`config.mk`:
```
export PLATFORM = sky130hd
export DESIGN_NAME = sph_drive_flat
export DESIGN_NICKNAME = d
export VERILOG_FILES = /design/src/rtl/sph_pkg.sv /design/src/rtl/sph_link_if.sv /design/src/rtl/sph_drive.sv /design/src/flat_wrapper.sv
export SDC_FILE = /design/constraint.sdc
export NUM_CORES = 1
export LEC_CHECK = 0
export BUFFER_PORTS_ARGS = -buffer_cell sky130_fd_sc_hd__buf_2
export CAP_MARGIN = 0
export CORE_MARGIN = 2
export CORE_UTILIZATION = 50
export DETAILED_ROUTE_END_ITERATION = 16
export PLACE_DENSITY = 0.76
export SLEW_MARGIN = 10
export SYNTH_ARGS = -nofsm -noshare
export SYNTH_HDL_FRONTEND = slang
export SYNTH_SLANG_ARGS = --single-unit
```
`constraint.sdc`:
```
create_clock -name mclk -period 4.13 [get_ports mclk]
set_input_delay 0 -clock mclk [delete_from_list [all_inputs] [get_ports mclk]]
set_output_delay 0 -clock mclk [all_outputs]
set_load 0.01 [all_outputs]
```
`src/rtl/sph_pkg.sv`:
```
// shared constants and types for the stepper pulse link
package sph_pkg;

  // clock and timing figures
  localparam int CLK_PERIOD_NS   = 10;
  localparam int DIR_SETTLE_NS   = 10000;  // least wait after a direction change
  localparam int DIR_SETTLE_CYC  = (DIR_SETTLE_NS + CLK_PERIOD_NS - 1) / CLK_PERIOD_NS;
  localparam int PULSE_HI_CYC    = 4;      // conducting part of a host pulse
  localparam int PULSE_LO_CYC    = 4;      // non-conducting gap after a pulse
  localparam int RELEASE_WAIT_CYC = 1000;  // host pause after winding release ends
  localparam int CNT_W           = 16;

  // position counter
  localparam int POS_W = 12;
  localparam logic [POS_W-1:0] POS_HOME = 12'h000;

  // reset values
  localparam logic RST_LINE_OFF = 1'b0;    // photocoupler not conducting
  localparam logic RST_SEL_A    = 1'b0;    // first step setting

  // pulse input modes on the mode switch
  typedef enum logic {SPH_MODE_ONE = 1'b0, SPH_MODE_TWO = 1'b1} sph_mode_t;

  // microsteps in ten base steps for each division code
  function automatic logic [POS_W-1:0] ten_step_count(input logic [3:0] code);
    logic [POS_W-1:0] n;
    n = 12'h00a;
    unique case (code)
      4'h0: n = 12'h00a;  // 10
      4'h1: n = 12'h014;  // 20
      4'h2: n = 12'h019;  // 25
      4'h3: n = 12'h028;  // 40
      4'h4: n = 12'h032;  // 50
      4'h5: n = 12'h050;  // 80
      4'h6: n = 12'h064;  // 100
      4'h7: n = 12'h0c8;  // 200
      4'h8: n = 12'h0fa;  // 250
      4'h9: n = 12'h190;  // 400
      4'ha: n = 12'h1f4;  // 500
      4'hb: n = 12'h320;  // 800
      4'hc: n = 12'h3e8;  // 1000
      4'hd: n = 12'h4e2;  // 1250
      4'he: n = 12'h7d0;  // 2000
      4'hf: n = 12'h9c4;  // 2500
    endcase
    return n;
  endfunction

endpackage

```
`src/rtl/sph_link_if.sv`:
```
// wires between the pulse controller and the drive logic
`timescale 1ns/1ps
`default_nettype none
interface sph_link_if;
  logic step_a;       // step_pulse_in in one-pulse mode, cw pulse in two-pulse mode
  logic step_b;       // direction in one-pulse mode, ccw pulse in two-pulse mode
  logic release_w;    // winding release, 1 = conducting
  logic res_sel;      // step setting select, 1 = conducting
  logic timing_o;     // open-collector data, always low
  logic timing_oe_n;  // low while the output transistor conducts
  wire  timing_on;    // home-phase status as the host sees it

  // the transistor pulls the line when enabled
  assign timing_on = ~timing_oe_n;

  modport drv (input step_a, input step_b, input release_w, input res_sel,
               output timing_o, output timing_oe_n);
  modport ctl (output step_a, output step_b, output release_w, output res_sel,
               input timing_on);
endinterface
`default_nettype wire

```
`src/rtl/sph_drive.sv`:
```
// excitation position logic of the stepping drive, with home-phase output
//
// Operation
// RULE1 - one-pulse, direction on: fall steps clockwise
// RULE2 - one-pulse, direction off: fall steps counter-clockwise
// RULE3 - two-pulse: cw input fall steps clockwise
// RULE4 - two-pulse: ccw input fall steps counter-clockwise
// RULE5 - controller never pulses both inputs together
// RULE6 - idle pulse inputs stay non-conducting
// RULE7 - controller waits 10 us after direction change
// RULE8 - release input conducting cuts winding current
// RULE9 - release input off restores winding current
// RULE10 - controller avoids pulses right after release
// RULE11 - select conducting uses second setting
// RULE12 - select input sampled at power-up
// RULE13 - select changes only stopped at home
// RULE14 - home output active at step zero
// RULE15 - power-up puts position at home
// RULE16 - home output recurs every ten base steps
// RULE17 - status output is open-collector switch
// RULE18 - mode switch picks one- or two-pulse inputs
// RULE19 - two settings hold independent division codes
// RULE20 - position counts microsteps, wraps both ways
`timescale 1ns/1ps
`default_nettype none
module sph_drive #(
  parameter int POS_W = sph_pkg::POS_W
) (
  // clock and reset
  input  wire logic             mclk,
  input  wire logic             reset_n,
  // link to the pulse controller
  sph_link_if.drv               lnk,
  // front-panel settings
  input  wire logic             pulse_mode_switch,
  input  wire logic [3:0]       step_setting_a,
  input  wire logic [3:0]       step_setting_b,
  // drive stage and status
  output logic                  windings_on,
  output logic [POS_W-1:0]      position,
  output logic [POS_W-1:0]      modulus,
  output logic                  step_cw_pulse,
  output logic                  step_ccw_pulse,
  output logic                  setting_b_active,
  output logic                  pulse_conflict
);

  // state registers
  logic             prev_a_r;
  logic             prev_b_r;
  logic             mode_r;
  logic             booted_r;
  logic             sel_r;
  logic [POS_W-1:0] pos_r;
  logic [POS_W-1:0] pos_nxt;
  logic             windings_r;
  logic             cw_r;
  logic             ccw_r;
  logic             conflict_r;
  logic             oe_n_r;
  logic             tim_o_r;

  // edge and direction decode
  wire logic fall_a;
  wire logic fall_b;
  wire logic mode_two;
  wire logic want_cw;
  wire logic want_ccw;
  wire logic move_cw;
  wire logic move_ccw;
  wire logic both_on;

  // modulus and selection decode
  wire logic [3:0]       code_sel;
  wire logic [POS_W-1:0] mod_now;
  wire logic [POS_W-1:0] mod_last;
  wire logic             at_home;
  wire logic             sel_take;

  // falls from conducting to non-conducting are the only step events
  assign fall_a   = prev_a_r & ~lnk.step_a;
  assign fall_b   = prev_b_r & ~lnk.step_b;
  assign mode_two = (mode_r == sph_pkg::SPH_MODE_TWO);            // see RULE18

  // one-pulse: direction level picks the sense of each fall
  // two-pulse: each input owns one direction
  assign want_cw  = mode_two ? fall_a                             // see RULE3
                             : (fall_a & lnk.step_b);             // see RULE1
  assign want_ccw = mode_two ? fall_b                             // see RULE4
                             : (fall_a & ~lnk.step_b);            // see RULE2

  // coincident falls in two-pulse mode cancel out, no net motion
  assign move_cw  = want_cw & ~want_ccw;
  assign move_ccw = want_ccw & ~want_cw;
  assign both_on  = mode_two & lnk.step_a & lnk.step_b;

  // the active setting chooses the division code and thus the modulus
  assign code_sel = sel_r ? step_setting_b : step_setting_a;      // see RULE11 see RULE19
  assign mod_now  = sph_pkg::ten_step_count(code_sel);            // see RULE20
  assign mod_last = mod_now - 12'h001;
  assign at_home  = (pos_r == sph_pkg::POS_HOME);

  // a new select level is only taken at home with no step this cycle,
  // so the home phase of the old and new modulus coincide
  assign sel_take = at_home & ~move_cw & ~move_ccw;

  // wrap-around position update in microsteps
  always_comb begin
    pos_nxt = pos_r;
    if (move_cw) begin
      pos_nxt = (pos_r >= mod_last) ? sph_pkg::POS_HOME : pos_r + 12'h001;  // see RULE20
    end else if (move_ccw) begin
      pos_nxt = at_home ? mod_last : pos_r - 12'h001;                        // see RULE20
    end else if (pos_r > mod_last) begin
      pos_nxt = sph_pkg::POS_HOME;  // guard against a setting change away from home
    end
  end

  // input edge history and mode switch sampling
  always_ff @(posedge mclk or negedge reset_n) begin
    if (!reset_n) begin
      prev_a_r <= sph_pkg::RST_LINE_OFF;
      prev_b_r <= sph_pkg::RST_LINE_OFF;
      mode_r   <= 1'b0;
    end else begin
      prev_a_r <= lnk.step_a;
      prev_b_r <= lnk.step_b;
      mode_r   <= pulse_mode_switch;
    end
  end

  // setting select: caught at the first edge after power-up, then at home only
  always_ff @(posedge mclk or negedge reset_n) begin
    if (!reset_n) begin
      booted_r <= 1'b0;
      sel_r    <= sph_pkg::RST_SEL_A;
    end else begin
      booted_r <= 1'b1;
      if (!booted_r || sel_take) begin
        sel_r <= lnk.res_sel;  // see RULE12 see RULE11
      end
    end
  end

  // excitation position, home after power-up
  always_ff @(posedge mclk or negedge reset_n) begin
    if (!reset_n) begin
      pos_r <= sph_pkg::POS_HOME;  // see RULE15
    end else begin
      pos_r <= pos_nxt;
    end
  end

  // winding current follows the release input directly
  always_ff @(posedge mclk or negedge reset_n) begin
    if (!reset_n) begin
      windings_r <= 1'b0;
    end else begin
      windings_r <= ~lnk.release_w;  // see RULE8 see RULE9
    end
  end

  // step event pulses and the two-pulse conflict flag
  always_ff @(posedge mclk or negedge reset_n) begin
    if (!reset_n) begin
      cw_r       <= 1'b0;
      ccw_r      <= 1'b0;
      conflict_r <= 1'b0;
    end else begin
      cw_r       <= move_cw;
      ccw_r      <= move_ccw;
      conflict_r <= both_on;  // level while both pulse inputs conduct
    end
  end

  // home-phase status: transistor conducts when the position is zero;
  // with a modulus of ten base steps this recurs every ten base steps
  always_ff @(posedge mclk or negedge reset_n) begin
    if (!reset_n) begin
      oe_n_r  <= 1'b1;
      tim_o_r <= 1'b0;
    end else begin
      oe_n_r  <= ~(pos_nxt == sph_pkg::POS_HOME);  // see RULE14 see RULE16 see RULE17
      tim_o_r <= 1'b0;                             // open collector only ever sinks
    end
  end

  // outputs straight from flip-flops
  assign lnk.timing_oe_n  = oe_n_r;
  assign lnk.timing_o     = tim_o_r;
  assign windings_on      = windings_r;
  assign position         = pos_r;
  assign step_cw_pulse    = cw_r;
  assign step_ccw_pulse   = ccw_r;
  assign setting_b_active = sel_r;
  assign pulse_conflict   = conflict_r;

  // modulus is shown registered so software sees a steady figure
  logic [POS_W-1:0] mod_r;
  always_ff @(posedge mclk or negedge reset_n) begin
    if (!reset_n) begin
      mod_r <= 12'h000;
    end else begin
      mod_r <= mod_now;
    end
  end
  assign modulus = mod_r;

endmodule
`default_nettype wire

```
`src/flat_wrapper.sv`:
```
// flat-port wrapper written by rule: the top's interface ports become plain ports
module sph_drive_flat 
#(
  parameter int POS_W = sph_pkg::POS_W
)
  (mclk, reset_n, pulse_mode_switch, step_setting_a, step_setting_b, windings_on, position, modulus, step_cw_pulse, step_ccw_pulse, setting_b_active, pulse_conflict, lnk_step_a, lnk_step_b, lnk_release_w, lnk_res_sel, lnk_timing_o, lnk_timing_oe_n);
  sph_link_if lnk_i ();
  input  wire logic mclk;
  input  wire logic reset_n;
  input  wire logic pulse_mode_switch;
  input  wire logic [3:0] step_setting_a;
  input  wire logic [3:0] step_setting_b;
  output logic windings_on;
  output logic [POS_W-1:0] position;
  output logic [POS_W-1:0] modulus;
  output logic step_cw_pulse;
  output logic step_ccw_pulse;
  output logic setting_b_active;
  output logic pulse_conflict;
  input wire logic [$bits(lnk_i.step_a)-1:0] lnk_step_a;
  input wire logic [$bits(lnk_i.step_b)-1:0] lnk_step_b;
  input wire logic [$bits(lnk_i.release_w)-1:0] lnk_release_w;
  input wire logic [$bits(lnk_i.res_sel)-1:0] lnk_res_sel;
  output wire logic [$bits(lnk_i.timing_o)-1:0] lnk_timing_o;
  output wire logic [$bits(lnk_i.timing_oe_n)-1:0] lnk_timing_oe_n;
  assign lnk_i.step_a = lnk_step_a;
  assign lnk_i.step_b = lnk_step_b;
  assign lnk_i.release_w = lnk_release_w;
  assign lnk_i.res_sel = lnk_res_sel;
  assign lnk_timing_o = lnk_i.timing_o;
  assign lnk_timing_oe_n = lnk_i.timing_oe_n;
  sph_drive #(.POS_W(POS_W)) u_core (.mclk(mclk), .reset_n(reset_n), .lnk(lnk_i), .pulse_mode_switch(pulse_mode_switch), .step_setting_a(step_setting_a), .step_setting_b(step_setting_b), .windings_on(windings_on), .position(position), .modulus(modulus), .step_cw_pulse(step_cw_pulse), .step_ccw_pulse(step_ccw_pulse), .setting_b_active(setting_b_active), .pulse_conflict(pulse_conflict));
endmodule
```
==> results.yml <==
final_layout:
  final_cell_area_sq_um: 3991
  diodes: 0
  count_of_filler_cells_inserted_in_the_layout: 427
  multiInputGateArea_sq_um: 2230
  mostFrequentLayoutCell: "sky130_fd_sc_hd__buf_4"
  syn2layout_area_growth_pct: 33.98
  seq_area_sq_um: 853.3
  layout.cells.most_common_list: "sky130_fd_sc_hd__buf_4, sky130_fd_sc_hd__buf_2, sky130_fd_sc_hd__dfrtp_1"
  finalNetCount: 473
  post_route_cells_drive_above_1_share: 0.3807
route:
  drt-vias-per-instance: 6.262
  route.antenna.remaining_nets: 0
  routed_wirelength_mm: 9.359
  dr_total_vias: 3200
  drt-initial-drc-count: 317
  highest-signal-layer: "met4"
  detailedRoute.firstPassIterationCount: 6
  drc_errors: 0
  dr_wl_met2_mm: 4.261
  routedLengthMet1_mm: 3.834
  wl_met3_um: 805
  avgRoutedWirePerCell_um: 18.32
global_routing:
  grt_pass1_wl_mm: 14.48
  first_global_vias: 2979
  grt.overflow.total: 0
  grt_use_total: 0.2857
  pin_count_of_the_biggest_net_entering_global_routing: 35
  antenna_found_initial: 0
worst_setup_path:
  cp_data_required_time_ns: 4.34
  crit_arrival_ns: 4.44
  worst_reg2reg_path_endpoint: "u_core.lnk.timing_oe_n"
  reg2reg_setup_slack_ns: -0.10
  critical_path.reg2reg.startpoint: "u_core.setting_b_active"
  end_kind: "flip-flop"
  timing.critical_path.fanout_max: 5
  critical_path_class: "reg -> reg"
  setup.worst_path.start_class: "flip-flop"
  cell_depth_of_the_worst_flop_to_flop_path: 18
power_and_ir_drop:
  power_density_nw_per_um2: 621.7
  comb_power_share: 0.676
  power.leakage_nw: 1.810
  power_switching_share: 0.4684
  vdd.ir_drop.worst_v: 0.0002798
  pwr-share-seq: 0.219
  power.internal_w: 0.001319
  fin_total_pwr_w: 0.002481
  clk_pwr_share: 0.105
  power.switching_w: 0.001162
clocking:
  htreeDepth: 2
  cts.clk_slew.worst_paths_ns: 0.08
  cts-root-to-sink-buffers: 2
  clk_latency_ns: 0.30
  clock-root-buffer: "sky130_fd_sc_hd__clkbuf_8"
  tritoncts: "yes"
  cts_buffers: 5
  clock_sink_total: 34
yosys:
  synth_seq_area_share: 0.2860
  synth.avg_cell_area_sq_um: 8.660
  synthesized_flop_and_latch_total: 34
  predominant_post_synthesis_flop_cell: "sky130_fd_sc_hd__dfrtp_1"
  post_synth_inst_count: 344
  syn-num-nets: 382
  summed_instance_area_of_the_synthesized_netlist_sq_um: 2979
  synth.lib_cells_used.distinct: 66
  synth_edf_count: 0
  synth_async_sr_flop_share: 1.000
  ys_warn_count: 0
place:
  io_buffers: 44
  dpl_cell_area_sq_um: 3536
  gp_congestion: 0.9646
  post_dp_hpwl_mm: 6.258
outcome:
  status: "finished with violations"
  violations_in_the_final_reports: "negative setup slack"
timing:
  slew_headroom: 0.4941
  slew_violations: 0
  timing.clock.skew_ns: 0.01323
  final_report_hold_violation_count: 0
  setup_slack_ns: -0.1023
  finalCritPeriodShare: 1.025
  final-setup-viol-count: 1
  fmaxAchievable_mhz: 236.3
  min_period_ns: 4.232
  grt_setup_unrepaired: "yes"
  worst_pin_slew_ns: 0.7589
min_path:
  hold_class: "in -> async"
floorplan:
  core_sq_um: 5851
  die_y_um: 81.19
  die-area_sq_um: 6592
  chipWidth_um: 81.19
  initial_utilization: 0.5092
  io_pins: 46
  rows: 28
run:
  drv.max_cap_violation_count: 0
## power by group through the flow
stage          logic [W]  clock network, W  registers [W]
5_1_grt          0.00180          0.000277       0.000557
3_3_place_gp     0.00134                 0       0.000536
2_1_floorplan   0.000952                 0       0.000526
4_1_cts          0.00150          0.000262       0.000538
6_report         0.00168          0.000261       0.000543
3_5_place_dp     0.00137                 0       0.000541
## per-layer routing
metal	up-vias	global-route usage
met5	-	0
met4	0	0.1254
met3	57	0.04556
met2	203	0.4579
met1	1494	0.3799
li1	1446	-
## registers in the layout, indices dropped and copies added (netlist names)
name / count
u_core.windings_on: 1
u_core.mode_r: 1
u_core.pulse_conflict: 1
u_core.lnk.timing_oe_n: 1
u_core.setting_b_active: 1
u_core.position: 12
u_core.booted_r: 1
u_core.step_cw_pulse: 1
u_core.prev_a_r: 1
u_core.prev_b_r: 1
u_core.step_ccw_pulse: 1
u_core.modulus: 12
## Yosys cell counts, drive strengths merged, types with 2 or more instances
master   n  share of area
a211oi   4          0.010
buf      7          0.017
a21boi   3         0.0088
nor4     2         0.0063
ha      23          0.097
xor2     5          0.015
a31oi    6          0.013
a221o    3          0.010
clkbuf  11          0.014
xnor2   12          0.035
nand2   26          0.033
nand3   17          0.032
a21oi   22          0.037
o221ai   3          0.011
nand2b   2         0.0042
o21ai   22          0.037
or2      5          0.010
dfrtp   33           0.28
a32oi    2         0.0059
and2     6          0.013
conb     2         0.0025
a22oi    2         0.0050
nor2b    9          0.019
a211o    4          0.012
mux2i   12          0.046
or3      3         0.0063
nand4b   2         0.0059
mux2     6          0.023
o211ai   3         0.0076
nand4    7          0.015
nand3b   4          0.014
and4     2         0.0059
inv     12          0.015
a21o     3         0.0076
nor3    14          0.027
and3     6          0.013
nor2    20          0.025
o21bai   2         0.0050
## critical path, stage by stage (launching register included)
cell and delay (ns):
sky130_fd_sc_hd__dfrtp_2 0.46, sky130_fd_sc_hd__mux2i_4 0.30, sky130_fd_sc_hd__buf_4 0.18, sky130_fd_sc_hd__ha_1 0.27, sky130_fd_sc_hd__o211ai_1 0.26, sky130_fd_sc_hd__o21ai_2 0.15
sky130_fd_sc_hd__o21ai_1 0.17, sky130_fd_sc_hd__nand2_1 0.11, sky130_fd_sc_hd__xor2_2 0.17, sky130_fd_sc_hd__ha_1 0.33, sky130_fd_sc_hd__nand4_1 0.15, sky130_fd_sc_hd__buf_4 0.18
sky130_fd_sc_hd__a211oi_2 0.20, sky130_fd_sc_hd__or3_4 0.19, sky130_fd_sc_hd__a21oi_4 0.08, sky130_fd_sc_hd__o21bai_1 0.17, sky130_fd_sc_hd__a221o_1 0.35, sky130_fd_sc_hd__nor4_2 0.29
sky130_fd_sc_hd__nand4b_1 0.13
## final cells by class
cell class                      instances  share of cell area
Clock buffer                            7             0.02163
Clock inverter                          1            0.001254
Inverter                               13             0.01223
Multi-Input combinational cell        279              0.5586
Sequential cell                        34              0.2138
Tap cell                               75             0.02351
Timing Repair Buffer                  102              0.1690
## stage by stage
| step | worst slack (ns) | util | std cells | setup TNS [ns] | hold slack (ns) |
|---|---|---|---|---|---|
| detailed placement | -0.03828 | 0.6044 | 480 | -0.03828 | 0.1171 |
| global route | -0.3038 | 0.6822 | 511 | -0.5794 | 0.3754 |
| finish | -0.1023 | 0.6822 | 511 | -0.1023 | 0.3103 |
| CTS | 0.02093 | 0.6544 | 503 | 0 | 0.2813 |
| global placement | 0.05936 | 0.6044 | 480 | 0 | 0.1075 |
| floorplan | 0.002730 | - | 344 | 0 | -0.2956 |
## kinds of logic after synthesis
group                      count (synthesis)  synth area share
DFF                                       34            0.2860
xor gates and xnor gates                  17           0.04998
other                                      2          0.002521
AOI/OAI and AO/OA                         92            0.2138
adders and majority gates                 23           0.09660
buffers and inverters                     31           0.04746
muxes                                     18           0.06846
and+or+nand+nor                          127            0.2352
## worst max-delay path by stage
stage | start | endpoint | slack [ns] | depth (start not counted)
floorplan | u_core.setting_b_active | u_core.lnk.timing_oe_n | 0.003 | 19
global placement | u_core.setting_b_active | u_core.lnk.timing_oe_n | 0.06 | 19
detailed placement | u_core.setting_b_active | u_core.lnk.timing_oe_n | -0.04 | 19
CTS | u_core.setting_b_active | u_core.lnk.timing_oe_n | 0.02 | 18
global route | u_core.setting_b_active | u_core.lnk.timing_oe_n | -0.30 | 18
finish | u_core.setting_b_active | u_core.lnk.timing_oe_n | -0.10 | 18
## repair_timing
item                                   CTS  global route
setup buffers                           10             9
endpoints found under the hold margin   39             0
pin swaps                               15            22
setup endpoints to repair                1            12
resized for setup                       19            21
hold buffers                             6             0
No activity file was read; power rests on OpenSTA's default activity.
